**config.mk**
```make
export PLATFORM = sky130hd
export DESIGN_NAME = usb_irq_regs
export DESIGN_NICKNAME = d
export VERILOG_FILES = /design/src/usb_irq_pkg.sv /design/src/usb_irq_regs.sv
export VERILOG_INCLUDE_DIRS = /design/src
export SDC_FILE = /design/constraint.sdc
export NUM_CORES = 1
export LEC_CHECK = 0
export BUFFER_PORTS_ARGS = -buffer_cell sky130_fd_sc_hd__buf_2
export CORE_ASPECT_RATIO = 0.75
export CORE_MARGIN = 3
export CORE_UTILIZATION = 55
export CTS_CLUSTER_DIAMETER = 30
export CTS_CLUSTER_SIZE = 8
export DETAILED_ROUTE_END_ITERATION = 6
export PLACE_DENSITY = 0.87
export SYNTH_ARGS = -nofsm -noshare
export SYNTH_HDL_FRONTEND = slang
export SYNTH_SLANG_ARGS = --single-unit
```
**constraint.sdc**
```tcl
create_clock -name mclk_i -period 9.91 [get_ports mclk_i]
set_input_delay 0.4955 -clock mclk_i [delete_from_list [all_inputs] [get_ports mclk_i]]
set_output_delay 0.4955 -clock mclk_i [all_outputs]
set_load 0.03 [all_outputs]
```
**src/usb_irq_consts.svh**
```systemverilog
/*
 * register offsets, reset values, field positions and sizes for the usb
 * device interrupt, frame number and endpoint selector block.
 * assumes inclusion by bare name from the package only.
 */
`ifndef USB_IRQ_CONSTS_SVH
`define USB_IRQ_CONSTS_SVH

// register indices; not all of them are word aligned, so each register
// takes one 32-bit word and its apb byte address is four times the index
`define IDX_IN_FLAGS        12'h002
`define IDX_OUT_FLAGS       12'h004
`define IDX_IN_ENABLE       12'h006
`define IDX_OUT_ENABLE      12'h008
`define IDX_BUS_FLAGS       12'h00a
`define IDX_BUS_ENABLE      12'h00b
`define IDX_FRAME_NUMBER    12'h00c
`define IDX_EP_SELECTOR     12'h00e
// window whose registers follow the endpoint selector
`define IDX_EP_WIN_LO       12'h010
`define IDX_EP_WIN_HI       12'h019

// byte addresses on the apb register bus
`define OFS_IN_FLAGS        (`IDX_IN_FLAGS << 2)
`define OFS_OUT_FLAGS       (`IDX_OUT_FLAGS << 2)
`define OFS_IN_ENABLE       (`IDX_IN_ENABLE << 2)
`define OFS_OUT_ENABLE      (`IDX_OUT_ENABLE << 2)
`define OFS_BUS_FLAGS       (`IDX_BUS_FLAGS << 2)
`define OFS_BUS_ENABLE      (`IDX_BUS_ENABLE << 2)
`define OFS_FRAME_NUMBER    (`IDX_FRAME_NUMBER << 2)
`define OFS_EP_SELECTOR     (`IDX_EP_SELECTOR << 2)
`define OFS_EP_WIN_LO       (`IDX_EP_WIN_LO << 2)
`define OFS_EP_WIN_HI       (`IDX_EP_WIN_HI << 2)

// bus event flag positions
`define BUS_EV_SOF          3
`define BUS_EV_RESET        2
`define BUS_EV_RESUME       1
`define BUS_EV_SUSPEND      0

// widths
`define FRAME_BITS          11
`define EP_SEL_BITS         4
`define BUS_EV_BITS         4

// reset values
`define BUS_ENABLE_RST      4'h0
`define EP_SEL_RST          4'h0

`endif

```
**src/usb_irq_pkg.sv**
```systemverilog
/*
 * types shared by the usb device interrupt block.
 * assumes the constants header is on the include path.
 */
package usb_irq_pkg;
    `include "usb_irq_consts.svh"

    // one bus event report from the packet engine, one-cycle pulses
    typedef struct packed {
        logic sof;       // start of frame seen
        logic bus_reset; // reset signalling seen
        logic resume;    // resume signalling seen
        logic suspend;   // suspend signalling seen
    } bus_events_t;

    // apb access phase decode
    typedef enum logic [2:0] {
        ST_IDLE   = 3'b001,
        ST_SETUP  = 3'b010,
        ST_ACCESS = 3'b100
    } apb_phase_t;
endpackage

```
**src/usb_irq_regs.sv**
```systemverilog
/*
 * interrupt flag and enable registers, frame number register and endpoint
 * selector of a usb device controller, behind an apb slave.
 * assumes event inputs are one-cycle pulses synchronous to mclk_i, that the
 * endpoint register sets sit outside and answer through ep_rdata_i, and
 * that the apb master keeps to the protocol.
 */
`timescale 1ns/1ps

module usb_irq_regs
    import usb_irq_pkg::*;
#(
    parameter int NUM_IN_EP  = 15,  // in endpoints beyond endpoint 0
    parameter int NUM_OUT_EP = 15   // out endpoints beyond endpoint 0
) (
    input  wire logic        mclk_i,          // controller clock
    input  wire logic        rst_i,           // async reset, high
    input  wire logic        psel_i,          // apb select
    input  wire logic        penable_i,       // apb enable
    input  wire logic        pwrite_i,        // apb direction
    input  wire logic [11:0] paddr_i,         // apb byte address
    input  wire logic [31:0] pwdata_i,        // apb write data
    output logic      [31:0] prdata_o,        // apb read data
    output logic             pready_o,        // apb ready
    output logic             pslverr_o,       // apb error
    input  wire logic [15:0] in_ev_i,         // in endpoint event pulses
    input  wire logic [15:0] out_ev_i,        // out endpoint event pulses
    input  bus_events_t      bus_ev_i,        // bus event pulses
    input  wire logic        suspended_i,     // controller in suspend
    input  wire logic        frame_valid_i,   // new frame number strobe
    input  wire logic [10:0] frame_num_i,     // received frame number
    output logic [3:0]       ep_select_o,     // selected endpoint
    output logic             ep_win_sel_o,    // access in endpoint window
    input  wire logic [31:0] ep_rdata_i,      // window read data
    output logic             controller_irq_n // interrupt line, low
);
    // elaboration checks: the flag registers hold endpoints 0 to 15 only,
    // so a larger count would silently lose flags instead of failing loudly
    if (NUM_IN_EP < 0 || NUM_IN_EP > 15) begin : g_bad_in_count
        $error("NUM_IN_EP out of range");
    end
    if (NUM_OUT_EP < 0 || NUM_OUT_EP > 15) begin : g_bad_out_count
        $error("NUM_OUT_EP out of range");
    end

    // configured endpoint masks, endpoint 0 is never an out endpoint
    localparam logic [15:0] IN_CFG  = 16'((32'h1 << (NUM_IN_EP + 1)) - 1);
    localparam logic [15:0] OUT_CFG = 16'(((32'h1 << (NUM_OUT_EP + 1)) - 1) & 32'hfffe);

    // register map, one word per register, data in the low bits:
    //   in flags        read, clears on read
    //   out flags       read, clears on read, bit 0 always zero
    //   in enable       read/write, unconfigured bits forced to zero
    //   out enable      read/write, bit 0 and unconfigured bits zero
    //   bus flags       read, clears on read
    //   bus enable      read/write
    //   frame number    read only, bits 10:0
    //   selector        read/write, drives the endpoint window
    //   window          passed through from the selected endpoint sets
    // writes to read-only registers and unmapped addresses are dropped,
    // unmapped reads return zero; the bus never signals an error because
    // driver code polls these registers freely

    // per endpoint set terms, one generate slice per flag bit; an
    // endpoint left out of the build never raises its flag, so its bit
    // reads zero without any extra masking on the read path
    logic [15:0] in_set;    // in flag set terms
    logic [15:0] out_set;   // out flag set terms
    for (genvar b = 0; b < 16; b++) begin : g_ep_bit
        if (IN_CFG[b]) begin : g_in_on
            // configured in endpoint, ep0 included
            assign in_set[b] = in_ev_i[b];
        end else begin : g_in_off
            // absent in endpoint, tied off
            assign in_set[b] = 1'b0;
        end
        if (OUT_CFG[b]) begin : g_out_on
            // configured out endpoint
            assign out_set[b] = out_ev_i[b];
        end else begin : g_out_off
            // absent out endpoint or bit 0: the control endpoint only
            // ever reports through the in register
            assign out_set[b] = 1'b0;
        end
    end

    logic [15:0] in_flags_q,  in_flags_d;   // in flags, ep0 in bit 0
    logic [15:0] out_flags_q, out_flags_d;  // out flags
    logic [15:0] in_en_q,     in_en_d;      // in enable mask
    logic [15:0] out_en_q,    out_en_d;     // out enable mask
    logic [3:0]  bus_fl_q,    bus_fl_d;     // bus event flags
    logic [3:0]  bus_en_q,    bus_en_d;     // bus event enables
    logic [10:0] frame_q,     frame_d;      // last frame number
    logic [3:0]  sel_q,       sel_d;        // endpoint selector
    logic [31:0] rdata_q,     rdata_d;      // registered read data
    logic        irq_n_q,     irq_n_d;      // registered irq line

    // access phase strobes; everything a transfer does happens on the
    // first access edge, the wait state after it only presents the data
    logic       acc;      // access phase of any transfer
    logic       rd;       // first access cycle of a read
    logic       wr;       // first access cycle of a write
    logic       rd_in;    // read of the in flags, clears them
    logic       rd_out;   // read of the out flags, clears them
    logic       rd_bus;   // read of the bus event flags, clears them
    logic       win;      // address inside the endpoint window
    logic [3:0] bus_set;  // bus event set terms
    logic       wait_q;   // wait state of the current transfer
    logic       wait_d;   // next wait state
    // only the first access cycle acts, so a read clears exactly the
    // flags that it returns; a flag set in the wait state is kept
    assign acc = psel_i & penable_i;
    assign rd  = acc & ~wait_q & ~pwrite_i;
    assign wr  = acc & ~wait_q & pwrite_i;
    assign rd_in  = rd && paddr_i == `OFS_IN_FLAGS;
    assign rd_out = rd && paddr_i == `OFS_OUT_FLAGS;
    assign rd_bus = rd && paddr_i == `OFS_BUS_FLAGS;
    assign win = paddr_i >= `OFS_EP_WIN_LO && paddr_i <= `OFS_EP_WIN_HI;

    // bus event set terms; resume only counts while suspended, so a
    // stray resume on an awake bus cannot raise a spurious interrupt
    always_comb begin
        bus_set = 4'h0;
        bus_set[`BUS_EV_SOF]     = bus_ev_i.sof;
        bus_set[`BUS_EV_RESET]   = bus_ev_i.bus_reset;
        bus_set[`BUS_EV_RESUME]  = bus_ev_i.resume & suspended_i;
        bus_set[`BUS_EV_SUSPEND] = bus_ev_i.suspend;
    end

    // next state for flags, enables, frame, selector and read data
    always_comb begin
        // read clears first, a set in the same cycle survives it
        in_flags_d  = (rd_in  ? 16'h0000 : in_flags_q)  | in_set;
        out_flags_d = (rd_out ? 16'h0000 : out_flags_q) | out_set;
        bus_fl_d    = (rd_bus ? 4'h0 : bus_fl_q) | bus_set;
        in_en_d  = in_en_q;
        out_en_d = out_en_q;
        bus_en_d = bus_en_q;
        sel_d    = sel_q;
        frame_d  = frame_valid_i ? frame_num_i : frame_q;
        rdata_d  = rdata_q;
        // writes: enables are masked to the configured endpoints, flag
        // and frame addresses ignore writes
        if (wr) begin
            if (paddr_i == `OFS_IN_ENABLE) begin
                in_en_d = pwdata_i[15:0] & IN_CFG;
            end else if (paddr_i == `OFS_OUT_ENABLE) begin
                out_en_d = pwdata_i[15:0] & OUT_CFG;
            end else if (paddr_i == `OFS_BUS_ENABLE) begin
                bus_en_d = pwdata_i[3:0];
            end else if (paddr_i == `OFS_EP_SELECTOR) begin
                sel_d = pwdata_i[3:0];
            end
        end
        // reads: data latched on the first access edge, shown in the
        // wait state that follows
        if (rd) begin
            if (paddr_i == `OFS_IN_FLAGS) begin
                rdata_d = {16'h0000, in_flags_q};
            end else if (paddr_i == `OFS_OUT_FLAGS) begin
                rdata_d = {16'h0000, out_flags_q};
            end else if (paddr_i == `OFS_IN_ENABLE) begin
                rdata_d = {16'h0000, in_en_q};
            end else if (paddr_i == `OFS_OUT_ENABLE) begin
                rdata_d = {16'h0000, out_en_q};
            end else if (paddr_i == `OFS_BUS_FLAGS) begin
                rdata_d = {28'h0000000, bus_fl_q};
            end else if (paddr_i == `OFS_BUS_ENABLE) begin
                rdata_d = {28'h0000000, bus_en_q};
            end else if (paddr_i == `OFS_FRAME_NUMBER) begin
                rdata_d = {21'h000000, frame_q};
            end else if (paddr_i == `OFS_EP_SELECTOR) begin
                rdata_d = {28'h0000000, sel_q};
            end else if (win) begin
                rdata_d = ep_rdata_i;
            end else begin
                rdata_d = 32'h00000000;                                         // unmapped
            end
        end
        // line driven from the updated flags; one cycle of latency,
        // and it goes low on the same edge as the flag that causes it,
        // so software never sees the line before the flag
        irq_n_d = ~(|(in_flags_d & in_en_d) | |(out_flags_d & out_en_d)
                    | |(bus_fl_d & bus_en_d));
    end

    // register stage; enables come out of reset with every configured
    // endpoint enabled, bus events masked until software opts in
    always_ff @(posedge mclk_i or posedge rst_i) begin
        if (rst_i) begin
            in_flags_q  <= 16'h0000;
            out_flags_q <= 16'h0000;
            in_en_q     <= IN_CFG;
            out_en_q    <= OUT_CFG;
            bus_fl_q    <= 4'h0;
            bus_en_q    <= `BUS_ENABLE_RST;
            frame_q     <= 11'h000;
            sel_q       <= `EP_SEL_RST;
            rdata_q     <= 32'h00000000;
            irq_n_q     <= 1'b1;
        end else begin
            in_flags_q  <= in_flags_d;
            out_flags_q <= out_flags_d;
            in_en_q     <= in_en_d;
            out_en_q    <= out_en_d;
            bus_fl_q    <= bus_fl_d;
            bus_en_q    <= bus_en_d;
            frame_q     <= frame_d;
            sel_q       <= sel_d;
            rdata_q     <= rdata_d;
            irq_n_q     <= irq_n_d;
        end
    end

    // read data is registered, so ready is held back one access cycle;
    // costs a wait state per transfer but keeps prdata off the decode path
    always_comb begin
        wait_d = acc & ~wait_q;
    end
    always_ff @(posedge mclk_i or posedge rst_i) begin
        if (rst_i) begin
            wait_q <= 1'b0;
        end else begin
            wait_q <= wait_d;
        end
    end

    // marks the first cycle after reset so the reset values of the enable
    // masks can be checked before any write has a chance to change them
    logic boot_q;   // high in the first cycle out of reset
    logic boot_d;   // next value, always low
    always_comb begin
        boot_d = 1'b0;
    end
    always_ff @(posedge mclk_i or posedge rst_i) begin
        if (rst_i) begin
            boot_q <= 1'b1;
        end else begin
            boot_q <= boot_d;
        end
    end

    // flags clear only on the first access edge; the window strobe is
    // raw decode, so the endpoint sets must not act on it alone but on
    // the access phase as well
    assign pready_o  = wait_q;
    assign pslverr_o = 1'b0;
    assign prdata_o  = rdata_q;
    assign ep_select_o  = sel_q;
    assign ep_win_sel_o = psel_i & win;
    assign controller_irq_n = irq_n_q;

    // assertions on flags, enables, the line and the bus answer
    a_out_bit0_zero: assert property (@(posedge mclk_i) disable iff (rst_i)
        out_flags_q[0] == 1'b0 && out_en_q[0] == 1'b0)
        else $error("out bit 0 not zero");
    a_unconfig_zero: assert property (@(posedge mclk_i) disable iff (rst_i)
        ((in_flags_q | in_en_q) & ~IN_CFG) == 16'h0
        && ((out_flags_q | out_en_q) & ~OUT_CFG) == 16'h0)
        else $error("unconfigured bit set");
    a_out_clear_read: assert property (@(posedge mclk_i) disable iff (rst_i)
        rd_out && out_ev_i == 16'h0 |=> out_flags_q == 16'h0)
        else $error("out flags not cleared");
    a_in_clear_read: assert property (@(posedge mclk_i) disable iff (rst_i)
        rd_in && in_ev_i == 16'h0 |=> in_flags_q == 16'h0)
        else $error("in flags not cleared");
    a_bus_clear_read: assert property (@(posedge mclk_i) disable iff (rst_i)
        rd_bus && bus_set == 4'h0 |=> bus_fl_q == 4'h0)
        else $error("bus flags not cleared");
    a_sof_sets: assert property (@(posedge mclk_i) disable iff (rst_i)
        bus_ev_i.sof |=> bus_fl_q[3])
        else $error("sof flag not set");
    a_reset_sets: assert property (@(posedge mclk_i) disable iff (rst_i)
        bus_ev_i.bus_reset |=> bus_fl_q[2])
        else $error("reset flag not set");
    a_resume_gate: assert property (@(posedge mclk_i) disable iff (rst_i)
        !$past(bus_fl_q[1]) && !bus_fl_q[1] ##1 bus_fl_q[1] |-> $past(bus_ev_i.resume & suspended_i))
        else $error("resume without suspend");
    a_suspend_sets: assert property (@(posedge mclk_i) disable iff (rst_i)
        bus_ev_i.suspend |=> bus_fl_q[0])
        else $error("suspend flag not set");
    a_irq_follows: assert property (@(posedge mclk_i) disable iff (rst_i)
        ##1 controller_irq_n == !(|(in_flags_q & in_en_q) | |(out_flags_q & out_en_q)
                                  | |(bus_fl_q & bus_en_q)))
        else $error("irq line mismatch");
    a_masked_quiet: assert property (@(posedge mclk_i) disable iff (rst_i)
        in_en_q == 16'h0 && out_en_q == 16'h0 && bus_en_q == 4'h0 ##1
        in_en_q == 16'h0 && out_en_q == 16'h0 && bus_en_q == 4'h0 |-> controller_irq_n)
        else $error("irq while all masked");
    a_frame_load: assert property (@(posedge mclk_i) disable iff (rst_i)
        frame_valid_i |=> frame_q == $past(frame_num_i))
        else $error("frame not captured");

    // reset values and register writes
    a_enable_reset: assert property (@(posedge mclk_i) disable iff (rst_i)
        boot_q |-> in_en_q == IN_CFG && out_en_q == OUT_CFG)
        else $error("enable reset value wrong");
    a_in_en_write: assert property (@(posedge mclk_i) disable iff (rst_i)
        wr && paddr_i == `OFS_IN_ENABLE |=> in_en_q == ($past(pwdata_i[15:0]) & IN_CFG))
        else $error("in enable write lost");
    a_out_en_write: assert property (@(posedge mclk_i) disable iff (rst_i)
        wr && paddr_i == `OFS_OUT_ENABLE |=> out_en_q == ($past(pwdata_i[15:0]) & OUT_CFG))
        else $error("out enable write lost");
    a_bus_en_write: assert property (@(posedge mclk_i) disable iff (rst_i)
        wr && paddr_i == `OFS_BUS_ENABLE |=> bus_en_q == $past(pwdata_i[3:0]))
        else $error("bus enable write lost");
    a_sel_write: assert property (@(posedge mclk_i) disable iff (rst_i)
        wr && paddr_i == `OFS_EP_SELECTOR |=> ep_select_o == $past(pwdata_i[3:0]))
        else $error("selector write lost");

    // flag setting and the control endpoint
    a_ep0_not_out: assert property (@(posedge mclk_i) disable iff (rst_i)
        out_ev_i[0] |=> !out_flags_q[0])
        else $error("control endpoint in out flags");
    a_ctrl_in_flag: assert property (@(posedge mclk_i) disable iff (rst_i)
        in_ev_i[0] |=> in_flags_q[0])
        else $error("control endpoint flag lost");
    a_in_sets: assert property (@(posedge mclk_i) disable iff (rst_i)
        in_set != 16'h0 |=> (in_flags_q & $past(in_set)) == $past(in_set))
        else $error("in flag not set");
    a_out_sets: assert property (@(posedge mclk_i) disable iff (rst_i)
        out_set != 16'h0 |=> (out_flags_q & $past(out_set)) == $past(out_set))
        else $error("out flag not set");
    a_resume_blocked: assert property (@(posedge mclk_i) disable iff (rst_i)
        bus_ev_i.resume && !suspended_i && !bus_fl_q[1] |=> !bus_fl_q[1])
        else $error("resume set while awake");
    a_irq_release: assert property (@(posedge mclk_i) disable iff (rst_i)
        (in_flags_q | out_flags_q) == 16'h0 && bus_fl_q == 4'h0 |-> controller_irq_n)
        else $error("irq line stuck low");

    // bus answer and endpoint window
    a_one_wait: assert property (@(posedge mclk_i) disable iff (rst_i)
        acc && !wait_q |=> pready_o)
        else $error("ready not after one wait");
    a_ready_idle: assert property (@(posedge mclk_i) disable iff (rst_i)
        !acc |-> !pready_o)
        else $error("ready outside access");
    a_win_data: assert property (@(posedge mclk_i) disable iff (rst_i)
        rd && win |=> prdata_o == $past(ep_rdata_i))
        else $error("window data not passed");

    c_out_read: cover property (@(posedge mclk_i) disable iff (rst_i) rd_out && out_flags_q != 16'h0);
    c_irq_low: cover property (@(posedge mclk_i) disable iff (rst_i) !controller_irq_n);
    c_resume_hit: cover property (@(posedge mclk_i) disable iff (rst_i) bus_set[1]);
    c_win_read: cover property (@(posedge mclk_i) disable iff (rst_i) rd && win);
    // a flag that sets while its enable is off, the silent case
    c_masked_set: cover property (@(posedge mclk_i) disable iff (rst_i)
        (in_set & ~in_en_q) != 16'h0);
endmodule

```
==> metrics.md <==
| Metric | Value |
|---|---|
| R2R cell count | 6 |
| Share of cells above drive strength 1 | 0.430 |
| Worst Skew | 0.00525 ns |
| First-pass GRT wire length | between 20000 and 25000 um |
| Crit path kind | input port to flop |
| Synth Instances | ~500 |
| Via-to-Cell Ratio | approximately 6 |
| Largest family of logic cells by synthesized area | compound AO/OA/AOI/OAI gates |
| Top Metal Used | met4 |
| Most used flip-flop cell after synthesis | dfrtp_1 |
| Post-CTS Setup Bufs | 0 |
| Mapped Area | ~0.0056 mm2 |
| Metal1 wirelength | about 7000 um |
| Final #Nets | around 780 |
| Pins over their slew limit | 0 |
| Initial DRC count | ~430 |
| Met3 wire length | about 1900 um |
| Maximum root-to-sink buffer count | 2 |
| Clock tree from TritonCTS | built |
| GPL Wtd Cong | 0.879 |
| Core Util, Final | 0.722 |
| Die width | approximately 120 um |
| Simple-gate share of the synthesized area | 0.122 |
| Crit path required time | 10.23 ns |
| Largest net degree at the start of global routing | 70 |
| Layout area overhead | 25.9% |
| R2R setup slack | between 6 and 7 ns |
| Die outline height | approximately 93 um |
| Maximum VDD drop | about 0.00013 V |
| Placed cells | about 760 |
| PwrDens | between 150 and 200 mW/mm2 |
| Synth unique cells | 50 |
| Clock-pin slew on the worst setup and hold paths | ~0.050 ns |
| Clk sinks | 121 |
| Seq cells post-synth | approximately 120 |
| Final Hold Viols | 0 |
| # hold bufs at CTS | 0 |
| Clock Latency Late Sink | 0.42 ns |
| DR vias | approximately 4900 |
| Vias in the first global route | roughly 4800 |
| Ys async rst share | 1.00 |
| Grt ovf | 0 |
| Starting density of the core | 0.573 |
| # rows | 31 |
| Crit path arrival time | 3.65 ns |
| Largest fanout on the critical path | 33 |
| Detailed placer's ending HPWL | ~11000 um |
| Max_slew headroom | 0.343 |
| Synth Area in Compound Gates | 0.183 |
| Ant. Diodes | 0 |
| RSZ-0062 raised after global routing | false |
| First-pass DRT Iterations | 5 |
| H-tree depth | 4 |
| Fmax achieved | approximately 300 MHz |
| DIE AREA | about 0.011 mm2 |
| Setup TNS | 0 ns |
| Mux contribution to synthesized area | 0.120 |
| Synth Area in Adders | 0 |
| DR WL/cell | around 21 um |
| Minimum clock period | between 3 and 4 ns |
| Ys Warns | 0 |
| Non-Filler Instances | slightly below 800 |
| Total track usage | 0.294 |
| CP Capture Type | flop |
| Root buffer cell | clkbuf_16 |
| CP Launch Type | input port |
| Post-Synth XOR/XNOR Area | 0 |
| Pleak | between 3 and 4 nW |
| Antenna violations before repair | 0 |
| Routed WL | ~17000 um |
| Sequential share of the synthesized area | 0.547 |
| Number of enable flip-flop cells after synthesis | 0 |
| Least-Margin Pin Slew | 0.983 ns |
| Status | finished, final reports clean |
| PostCTS Resize Cnt | 0 |
| Final period util | 0.335 |
| Hold Crit Class | input port to async pin |
| Avg Synthesized Cell Area | 11.3 um2 |
| # Max-Cap Violations | 0 |
| Syn Nets | ~630 |
| IO Count | 170 |
| Inserted Clock Buffers | 17 |
| Routed Antenna Nets | 0 |
| Area of the core | roughly 0.01 mm2 |
| Port bufs | about 150 |
| Met2 WL | between 7000 and 8000 um |
| # DRC | 0 |
| Final setup fails | 0 |
## final timing paths
kind	startpoint	endpoint
worst max register to register	pready_o$_DFF_PP0_	controller_irq_n$_DFF_PP1_
min in group mclk_i	out_ev_i[9]	out_flags_q[9]$_DFF_PP0_
worst min register to register	prdata_o[14]$_DFFE_PP0P_	prdata_o[14]$_DFFE_PP0P_
worst max-delay path	paddr_i[4]	controller_irq_n$_DFF_PP1_
max in group asynchronous	rst_i	in_flags_q[10]$_DFF_PP0_
worst min-delay path	rst_i	pready_o$_DFF_PP0_
## layout make-up
| class | count | area [um2] |
|---|---|---|
| clock buffer | 21 | 470 |
| clock inverter | 11 | 120 |
| fill | 688 | 2720 |
| inverter | 5 | 21.3 |
| multi-input combinational | 342 | 2410 |
| sequential | 121 | 3070 |
| tap | 132 | 165 |
| timing repair buffer | 158 | 808 |
## Yosys cell counts, types with 5 or more instances
master / count / share of area
nor2_1: 10 / 0.0067
o2bb2ai_1: 7 / 0.011
mux2_4: 5 / 0.013
mux2_2: 43 / 0.086
o21ai_0: 31 / 0.028
a21o_1: 34 / 0.046
dfrtp_1: 89 / 0.40
a221o_1: 7 / 0.013
mux2i_1: 7 / 0.013
a21oi_1: 22 / 0.020
inv_1: 5 / 0.0033
o22ai_1: 9 / 0.010
clkbuf_1: 24 / 0.016
a22oi_1: 15 / 0.020
nand2_1: 79 / 0.053
dfstp_2: 32 / 0.15
a22o_1: 10 / 0.016
nand3_1: 6 / 0.0054
## stage by stage
stage | total power [mW] | hold WS, ns | setup WS (ns) | area (um2)
2_1_floorplan | 0.556 | 0.464 | 6.25 | 5610
3_3_place_gp | 0.595 | 0.457 | 6.28 | 6470
3_5_place_dp | 0.598 | 0.465 | 6.29 | 6470
4_1_cts | 1.20 | 0.280 | 6.71 | 7060
5_1_grt | 1.24 | 0.276 | 6.47 | 7060
6_report | 1.20 | 0.256 | 6.59 | 7060
## power breakdown
part | switching, mW | total, mW | internal (mW)
clock network | 0.221 | 0.610 | 0.389
registers | 0.00542 | 0.509 | 0.504
logic | 0.0494 | 0.0814 | 0.0320
## sequential cells by signal (all words and copies together) (netlist names)
signal            count
in_en_q              16
out_flags_q          16
prdata_o             32
bus_en_q              4
in_flags_q           16
frame_q              11
controller_irq_n      1
pready_o              1
bus_fl_q              4
ep_select_o           4
out_en_q             16
## layout by cell type (no fill, tap or decap), drive strengths merged, types with 5 or more instances in the layout
| cell type | count |
|---|---|
| buf | 158 |
| a21oi | 22 |
| a221o | 7 |
| a21o | 34 |
| a22o | 10 |
| o21ai | 31 |
| clkbuf | 21 |
| mux2i | 7 |
| a22oi | 15 |
| dfstp | 32 |
| nand3 | 7 |
| a221oi | 6 |
| clkinv | 5 |
| mux2 | 52 |
| nand2 | 79 |
| dfrtp | 89 |
| o22ai | 9 |
| inv | 6 |
| or4 | 5 |
| o2bb2ai | 7 |
| nor2 | 10 |
## worst max-delay path: stages
cell and delay (ns):
buf_2 0.57, nor4b_1 0.30, nand4_1 0.81, and2_1 0.53, a22o_1 0.18, or4_1 0.52, nor4_2 0.23
## cells by family after synthesis
kind of cell / after synthesis
buffers and inverters: 33
multiplexers: 59
other: 1
AO/OA/AOI/OAI: 148
AND/OR/NAND/NOR: 134
flip-flops: 121
## metal layers
metal	GRT usage	vias up
met4	0.0988	0
met3	0.0925	26
met1	0.401	2408
li1	-	2123
met5	0	-
met2	0.448	299
(Power assumes the default switching activity.)
